--- config.mk ---
export PLATFORM = sky130hd
export DESIGN_NAME = mdio_port_strap_decode
export DESIGN_NICKNAME = d
export VERILOG_FILES = /design/src/design/mdio_strap_pkg.sv /design/src/design/mdio_port_strap_decode.sv
export SDC_FILE = /design/constraint.sdc
export NUM_CORES = 1
export LEC_CHECK = 0
export ABC_AREA = 1
export ABC_CLOCK_PERIOD_IN_PS = 1470
export BUFFER_PORTS_ARGS = -buffer_cell sky130_fd_sc_hd__buf_2
export CORE_AREA = 2 2 104 106
export CTS_CLUSTER_DIAMETER = 120
export DETAILED_ROUTE_END_ITERATION = 8
export DIE_AREA = 0 0 106 108
export PLACE_DENSITY_LB_ADDON = 0.1
export SLEW_MARGIN = 20
export SYNTH_ARGS = -nofsm -noshare
export SYNTH_HDL_FRONTEND = slang
export SYNTH_SLANG_ARGS = --single-unit
--- constraint.sdc ---
create_clock -name clk -period 1.47 [get_ports clk]
set_input_delay 0 -clock clk [delete_from_list [all_inputs] [get_ports clk]]
set_output_delay 0 -clock clk [all_outputs]
set_load 0.03 [all_outputs]
--- src/design/mdio_strap_pkg.sv ---
// Constants and types for the management port strap and frame decoder.
package mdio_strap_pkg;

  // ****************************************
  // Frame layout and counts
  // ****************************************
  localparam logic [5:0] PRE_CNT_MAX = 6'h20;
  localparam logic [4:0] HDR_LAST = 5'h0B;
  localparam logic [4:0] TA_LAST = 5'h01;
  localparam logic [4:0] DATA_LAST = 5'h0F;
  localparam logic START2_C22 = 1'h1;
  localparam logic START2_C45 = 1'h0;
  localparam logic [1:0] OP_C22_READ = 2'h2;
  localparam int SYNC_W = 11;

  // ****************************************
  // Reset values
  // ****************************************
  localparam logic PASS_RESET = 1'h1;
  localparam logic PASS_OE_N_RESET = 1'h0;
  localparam logic CLAUSE22_RESET = 1'h0;

  // ****************************************
  // Operating modes and frame states
  // ****************************************
  typedef enum logic [1:0] {
    MODE_C45_A = 2'h0,
    MODE_C45_B = 2'h1,
    MODE_C22 = 2'h2
  } op_mode_t;

  typedef enum logic [4:0] {
    S_PRE = 5'h01,
    S_ST2 = 5'h02,
    S_HDR = 5'h04,
    S_TA = 5'h08,
    S_DATA = 5'h10
  } frame_state_t;

endpackage
--- src/design/mdio_port_strap_decode.sv ---
// Strap handling, management frame decoder and pattern pass pin control.
`timescale 1ns/100ps
module mdio_port_strap_decode
  import mdio_strap_pkg::*;
(
  // Clock and reset
  input wire logic clk,
  input wire logic reset,
  // Management pins
  input wire logic mdc_pin,
  input wire logic mdio_in,
  output logic mdio_out,
  output logic mdio_oe_n,
  // Strap and control pins
  input wire logic mdio_clause_select,
  input wire logic mode_select_pin,
  input wire logic [4:0] port_address_pins,
  input wire logic pin_power_down_low,
  input wire logic pattern_check_enable,
  // Internal controls from the same clock
  input wire logic pattern_error,
  input wire logic register_power_down,
  // Pass flag pin
  output logic pattern_pass_flag,
  output logic pattern_pass_oe_n,
  // Strap results
  output op_mode_t operating_mode,
  output logic clause22_active,
  output logic general_purpose_in,
  // Frame side towards the register map
  output logic frame_read_req,
  output logic frame_write_strobe,
  output logic [1:0] frame_op,
  output logic [4:0] frame_dev_addr,
  output logic [15:0] frame_wdata,
  input wire logic [15:0] frame_rdata
);

  // ****************************************
  // Pin synchronisers
  // ****************************************
  logic [SYNC_W-1:0] meta_ff;
  logic [SYNC_W-1:0] sync_ff;
  logic mdc_prev_ff;

  always_ff @(posedge clk)
  begin
    meta_ff <= {mdc_pin, mdio_in, mdio_clause_select, mode_select_pin, port_address_pins, pin_power_down_low,
                pattern_check_enable};
    sync_ff <= meta_ff;
    mdc_prev_ff <= sync_ff[10];
  end

  wire mdc_s = sync_ff[10];
  wire mdio_s = sync_ff[9];
  wire st_s = sync_ff[8];
  wire mode_s = sync_ff[7];
  wire [4:0] prtad_s = sync_ff[6:2];
  wire pd_n_s = sync_ff[1];
  wire pattern_check_enable_s = sync_ff[0];
  wire mdc_rise = mdc_s & ~mdc_prev_ff;

  // ****************************************
  // Straps caught at reset
  // ****************************************
  logic clause22_ff;
  op_mode_t mode_ff;
  wire op_mode_t nxt_mode = st_s ? MODE_C22 : (mode_s ? MODE_C45_B : MODE_C45_A);

  // The strap is only taken while reset is held, so a later pin change waits for a reset.
  always_ff @(posedge clk)
  begin
    if (reset)
    begin
      clause22_ff <= st_s;
      mode_ff <= nxt_mode;
    end
  end

  assign clause22_active = clause22_ff;
  assign operating_mode = mode_ff;
  assign general_purpose_in = prtad_s[0];

  // ****************************************
  // Frame decoder
  // ****************************************
  function automatic logic is_read_op(input logic c22, input logic [1:0] op);
    is_read_op = c22 ? (op == OP_C22_READ) : op[1];
  endfunction

  frame_state_t state_ff, nxt_state;
  logic [5:0] pre_cnt_ff, nxt_pre_cnt;
  logic [4:0] cnt_ff, nxt_cnt;
  logic [15:0] shift_ff, nxt_shift;
  logic match_ff, nxt_match;
  logic read_ff, nxt_read;
  logic drive_ff, nxt_drive;
  logic out_ff, nxt_out;
  logic rd_req_ff, nxt_rd_req;
  logic strobe_ff, nxt_strobe;
  logic [1:0] op_ff;
  logic [4:0] dev_ff;
  logic [15:0] wdata_ff;

  wire [11:0] hdr_word = {shift_ff[10:0], mdio_s};
  wire start2_exp = clause22_ff ? START2_C22 : START2_C45;
  wire hdr_match = (hdr_word[9:6] == prtad_s[4:1]) && !hdr_word[5];
  wire hdr_read = is_read_op(clause22_ff, hdr_word[11:10]);
  wire hdr_done = mdc_rise && (state_ff == S_HDR) && (cnt_ff == HDR_LAST);

  always_comb
  begin
    nxt_state = state_ff;
    nxt_pre_cnt = pre_cnt_ff;
    nxt_cnt = cnt_ff;
    nxt_shift = shift_ff;
    nxt_match = match_ff;
    nxt_read = read_ff;
    nxt_drive = drive_ff;
    nxt_out = out_ff;
    nxt_rd_req = 1'b0;
    nxt_strobe = 1'b0;
    if (mdc_rise)
    begin
      unique case (state_ff)
        S_PRE:
        begin
          if (mdio_s)
            nxt_pre_cnt = (pre_cnt_ff == PRE_CNT_MAX) ? pre_cnt_ff : pre_cnt_ff + 6'h01;
          else if (pre_cnt_ff == PRE_CNT_MAX)
          begin
            nxt_state = S_ST2;
            nxt_pre_cnt = 6'h00;
          end
          else
            nxt_pre_cnt = 6'h00;
        end
        S_ST2:
        begin
          nxt_cnt = 5'h00;
          nxt_state = (mdio_s == start2_exp) ? S_HDR : S_PRE;
        end
        S_HDR:
        begin
          nxt_shift = {shift_ff[14:0], mdio_s};
          nxt_cnt = cnt_ff + 5'h01;
          if (cnt_ff == HDR_LAST)
          begin
            nxt_state = S_TA;
            nxt_cnt = 5'h00;
            nxt_match = hdr_match;
            nxt_read = hdr_read;
            nxt_rd_req = hdr_match & hdr_read;
          end
        end
        S_TA:
        begin
          nxt_cnt = cnt_ff + 5'h01;
          if (cnt_ff == 5'h00)
          begin
            nxt_drive = match_ff & read_ff;
            nxt_out = 1'b0;
          end
          else if (cnt_ff == TA_LAST)
          begin
            nxt_state = S_DATA;
            nxt_cnt = 5'h00;
            nxt_out = frame_rdata[15];
            nxt_shift = {frame_rdata[14:0], 1'b0};
          end
        end
        S_DATA:
        begin
          nxt_cnt = cnt_ff + 5'h01;
          nxt_shift = drive_ff ? {shift_ff[14:0], 1'b0} : {shift_ff[14:0], mdio_s};
          nxt_out = shift_ff[15];
          if (cnt_ff == DATA_LAST)
          begin
            nxt_state = S_PRE;
            nxt_cnt = 5'h00;
            nxt_drive = 1'b0;
            nxt_out = 1'b0;
            nxt_strobe = match_ff & ~read_ff;
          end
        end
      endcase
    end
  end

  always_ff @(posedge clk)
  begin
    if (reset)
    begin
      state_ff <= S_PRE;
      pre_cnt_ff <= 6'h00;
      cnt_ff <= 5'h00;
      shift_ff <= 16'h0000;
      match_ff <= 1'b0;
      read_ff <= 1'b0;
      drive_ff <= 1'b0;
      out_ff <= 1'b0;
      rd_req_ff <= 1'b0;
      strobe_ff <= 1'b0;
    end
    else
    begin
      state_ff <= nxt_state;
      pre_cnt_ff <= nxt_pre_cnt;
      cnt_ff <= nxt_cnt;
      shift_ff <= nxt_shift;
      match_ff <= nxt_match;
      read_ff <= nxt_read;
      drive_ff <= nxt_drive;
      out_ff <= nxt_out;
      rd_req_ff <= nxt_rd_req;
      strobe_ff <= nxt_strobe;
    end
  end

  // Header fields and write data only update for our own address.
  always_ff @(posedge clk)
  begin
    if (reset)
    begin
      op_ff <= 2'h0;
      dev_ff <= 5'h00;
      wdata_ff <= 16'h0000;
    end
    else
    begin
      if (hdr_done && hdr_match)
      begin
        op_ff <= hdr_word[11:10];
        dev_ff <= hdr_word[4:0];
      end
      if (nxt_strobe)
        wdata_ff <= nxt_shift;
    end
  end

  assign frame_read_req = rd_req_ff;
  assign frame_write_strobe = strobe_ff;
  assign frame_op = op_ff;
  assign frame_dev_addr = dev_ff;
  assign frame_wdata = wdata_ff;
  assign mdio_out = out_ff;
  // The data line floats during pin power down; it keeps working under register power down.
  assign mdio_oe_n = ~(drive_ff & pd_n_s);

  // ****************************************
  // Pattern pass flag pin
  // ****************************************
  logic pass_ff;
  logic pass_oe_n_ff;

  always_ff @(posedge clk)
  begin
    if (reset)
    begin
      pass_ff <= PASS_RESET;
      pass_oe_n_ff <= PASS_OE_N_RESET;
    end
    else
    begin
      pass_ff <= pattern_check_enable_s ? ~pattern_error : PASS_RESET;
      pass_oe_n_ff <= ~pd_n_s | register_power_down;
    end
  end

  assign pattern_pass_flag = pass_ff;
  assign pattern_pass_oe_n = pass_oe_n_ff;

endmodule // mdio_port_strap_decode

==> results summary <==
The top-level I/O count came out at 64. The number of rows in the core area is 37. The kind of launch point of the worst setup path is a flop. The number of antenna violations at the first check in global routing was 0. The required time reported for the critical path endpoint came out at 1730 ps.

The vertical extent of the die came out at 108 µm. The number of routed nets with antenna violations came out at 0. TritonCTS built the clock tree. The endpoint identified for the worst register-to-register timing path is state_ff[0].

The global placer's final weighted congestion came out at 0.869. The floorplan die width came out at 106 µm. The setup total negative slack is -3890 ps. The fraction of power consumed by combinational cells came out at 0.192. The initial cell density of the core is 0.377. The library cell used most frequently in the layout, excluding fill and tap cells, is nand2_1. The min-delay analysis places its worst path in the category in -> reg. The worst setup path is of the reg -> reg kind. The checks that failed: negative setup slack. The total global routing track utilization is 0.179.

At the pin with the least slew margin, the transition time is 780 ps. Setup slack on the critical path of the routed design comes to -147 ps. The met3 track utilization from global routing is 0.0313. The max-slew headroom at the worst pin is 0.477. For hold timing, the worst endpoint is shift_ff[12]. The share of synthesized registers carrying an async set or reset came out at 0. After the first detailed-routing iteration, the DRC count stood at 153. The buffer depth of the longest clock path came out at 2. The startpoint identified for the worst register-to-register timing path is cnt_ff[0]. The floorplan step defined a die boundary enclosing 0.0114 mm². The clock drives 89 sinks. The largest net degree at the start of global routing came out at 47. The element type at the critical path end is a flop. The clock buffer count from CTS came out at 9. The footprint of the multi-input gates came out at 0.00220 mm².

The average instance in the mapped netlist occupies 7.45 µm². Across the run, the number of max-cap violations was 0. The maximum ir drop on the vdd rail is 0.582 mV. The total congestion overflow is 0. Of the total power, the share spent switching nets is 0.292. The cell-internal power is 0.00373 W. Across the routed clock network, the largest skew measured is 12.8 ps.

The post-synth net total is 556. The via count of the routed design is 3771. At the worst endpoint, the arrival time is 1880 ps.

The final max-slew violation count came out at 0. For this run, global-route usage on met1 was measured as 0.239. The minimum clock period after layout is 1620 ps. The global routing met2 resource utilization came out at 0.288. The cell sitting at the root of the clock tree is a clkbuf_8. The flow ran to the end, but the final reports show violations. The number of nets in the finished design is 696.

The share of power burned in the clock network is 0.319. Summing every instance area after synthesis gives 0.00386 mm². Counting instances, the worst hold path has a depth of 5. The hold path startpoint is frame_rdata[11].

For this run, the register share of the synthesized area comes to 0.469. The cell type with the highest aggregate area in the netlist is dfxtp_1. The growth of design area from synthesis to finish is 48.7%.

The clock input transition at the sequential cells of the worst setup and hold paths is 100 ps. Setup repair after global routing could not meet its margin everywhere. The number of distinct library cells after synthesis came out at 33. The power density over the cells is 918 mW/mm². The half-perimeter wire length of the detailed placement result is 6.87 mm. For this run, the leading register cell type out of synthesis is dfxtp_1. The count of final hold-check violations is 0. The filler cells instantiated in the layout total 928. Setup violations remaining at the end of the flow were counted as 49. The logic depth of the worst register-to-register path came out at 10. The routed design has 10.5 mm of wire.

Sorting the synthesized cells by area gives the leading types as dfxtp_1 45%, nand2_1 13%, nor2_1 8.2%. Derived from the worst setup path, the maximum achievable clock frequency is 619 MHz. Synthesis inferred 89 register bits. The ratio of cells with drive above 1 in the final layout is 0.402. The via count of the first global-routing pass came out at 3447. The DRC violation count after routing came out at 0. The tightest hold margin is 4.64 ps. The clock insertion delay at the later pin of the skew report came out at 360 ps. The largest fanout on the critical path came out at 5. The share of power burned in registers came out at 0.489.

The average detailed-routed wire length per instance came out at 13.2 µm. met2 is the most crowded layer. The number of instances in the synthesized netlist is 518. The slack of the worst reg-to-reg path came out at -150 ps. The final worst-path cycle share came out at 1.10. The detailed-route vias per instance came out at 4.73. The top cell types in the final layout, fill and taps aside, are 107 x nand2_1, 79 x dfxtp_1, 66 x nor2_1. The count of flip-flops with a built-in enable after synthesis is 3. The H-tree generated during clock tree synthesis spans 3 levels. The total iterations of the first detailed-routing run came out at 4.

Input and output buffers added on the ports amount to 63. The final antenna diode count came out at 0. For this run, the number of Yosys warnings is 0. The footprint of the flip-flops and latches is 0.00183 mm². The area share of the largest cell type after synthesis is 0.446. The power spent charging and discharging nets is 0.00154 W.

The first-pass GRT wire length came out at 16.1 mm. The area of the core came out at 0.0102 mm². The analysis attributes to cell leakage a power of 2.59 nW. Prior to clock tree synthesis, the placed netlist has a worst setup slack of -165 ps.
[critical path, stage by stage, from the launching register on]
cell and delay [ps]:
dfxtp_4 400, ha_4 160, nand2_4 60, nor2_4 140, ha_4 180, inv_4 50, a21oi_2 170, nand2_2 100
nor2_4 130, nand2_1 70, nand3_1 80
[through the flow]
| step | std cells | total power [W] | cell area, µm² | util |
|---|---|---|---|---|
| finish | 798 | 0.00527 | 5740 | 0.561 |
| global route | 798 | 0.00552 | 5740 | 0.561 |
| CTS | 783 | 0.00509 | 5230 | 0.511 |
| detailed placement | 750 | 0.00334 | 4700 | 0.459 |
| global placement | 750 | 0.00333 | 4700 | 0.459 |
| floorplan | 518 | 0.00302 | 3890 | - |
[area by class of cell]
class	count	area share
clock buffer	11	0.0283
clock inverter	4	0.00545
inverter	51	0.0388
multi-input combinational	363	0.384
sequential	89	0.319
tap	136	0.0296
timing repair buffer	144	0.195
[power groups by stage]
stage	Sequential, W	Clock [W]	Combinational [W]
2_1_floorplan	0.00263	0	0.000391
3_3_place_gp	0.00261	0	0.000716
3_5_place_dp	0.00262	0	0.000720
4_1_cts	0.00257	0.00172	0.000799
5_1_grt	0.00259	0.00184	0.00109
6_report	0.00258	0.00168	0.00101
[flip-flops by register name, indices dropped and copies added (netlist names), 2 cells and up]
signal and flops:
meta_ff 11, pre_cnt_ff 6, sync_ff 11, frame_dev_addr 5, frame_op 2, operating_mode 2, shift_ff 16, cnt_ff 5
frame_wdata 16, state_ff 5
[routing by layer]
layer | wire length (µm) | vias to the layer above | part of all wire
met5 | 0 | - | 0
met4 | 134 | 0 | 0.013
met3 | 482 | 13 | 0.046
met2 | 4960 | 84 | 0.47
met1 | 4950 | 1737 | 0.47
li1 | - | 1937 | -
[cells in the mapped netlist, types with 3 or more instances]
library cell,number
nand3_1,58
a21oi_1,34
o21ai_0,12
inv_2,5
xor2_1,3
inv_1,44
nor2_1,84
nand2_1,132
nand2_2,3
nand4_1,8
ha_1,7
clkbuf_1,7
xnor2_1,3
nand3_4,4
nor2_2,3
dfxtp_1,86
buf_4,5
edfxtp_1,3
[worst max path at each step]
stage / startpoint / endpoint / slack [ps] / cells past startpoint
after floorplan: cnt_ff[1] / state_ff[0] / -20 / 10
after global placement: cnt_ff[1] / frame_wdata[9] / -170 / 10
after detailed placement: state_ff[2] / cnt_ff[0] / -160 / 8
after CTS: cnt_ff[0] / frame_wdata[10] / -140 / 10
after global routing: cnt_ff[1] / state_ff[3] / -250 / 11
final: cnt_ff[0] / state_ff[0] / -150 / 10
[logic make-up after synthesis]
kind of cell | after synthesis | synth area share
AOI/OAI and AO/OA | 48 | 0.0635
buffers and inverters | 67 | 0.0791
DFF | 89 | 0.469
and+or+nand+nor | 301 | 0.352
xor gates and xnor gates | 6 | 0.0136
adders and majority gates | 7 | 0.0227
[timing repair]
| action | in CTS | in global routing |
|---|---|---|
| pin swaps | 24 | 65 |
| setup buffers | 2 | 14 |
| endpoints found under the setup margin | 53 | 59 |
| gates cloned | 2 | 1 |
| hold buffers | 14 | 0 |
| gates resized for setup | 45 | 99 |
| endpoints found under the hold margin | 14 | 0 |
Note: power is estimated with default switching activity, not from simulation.
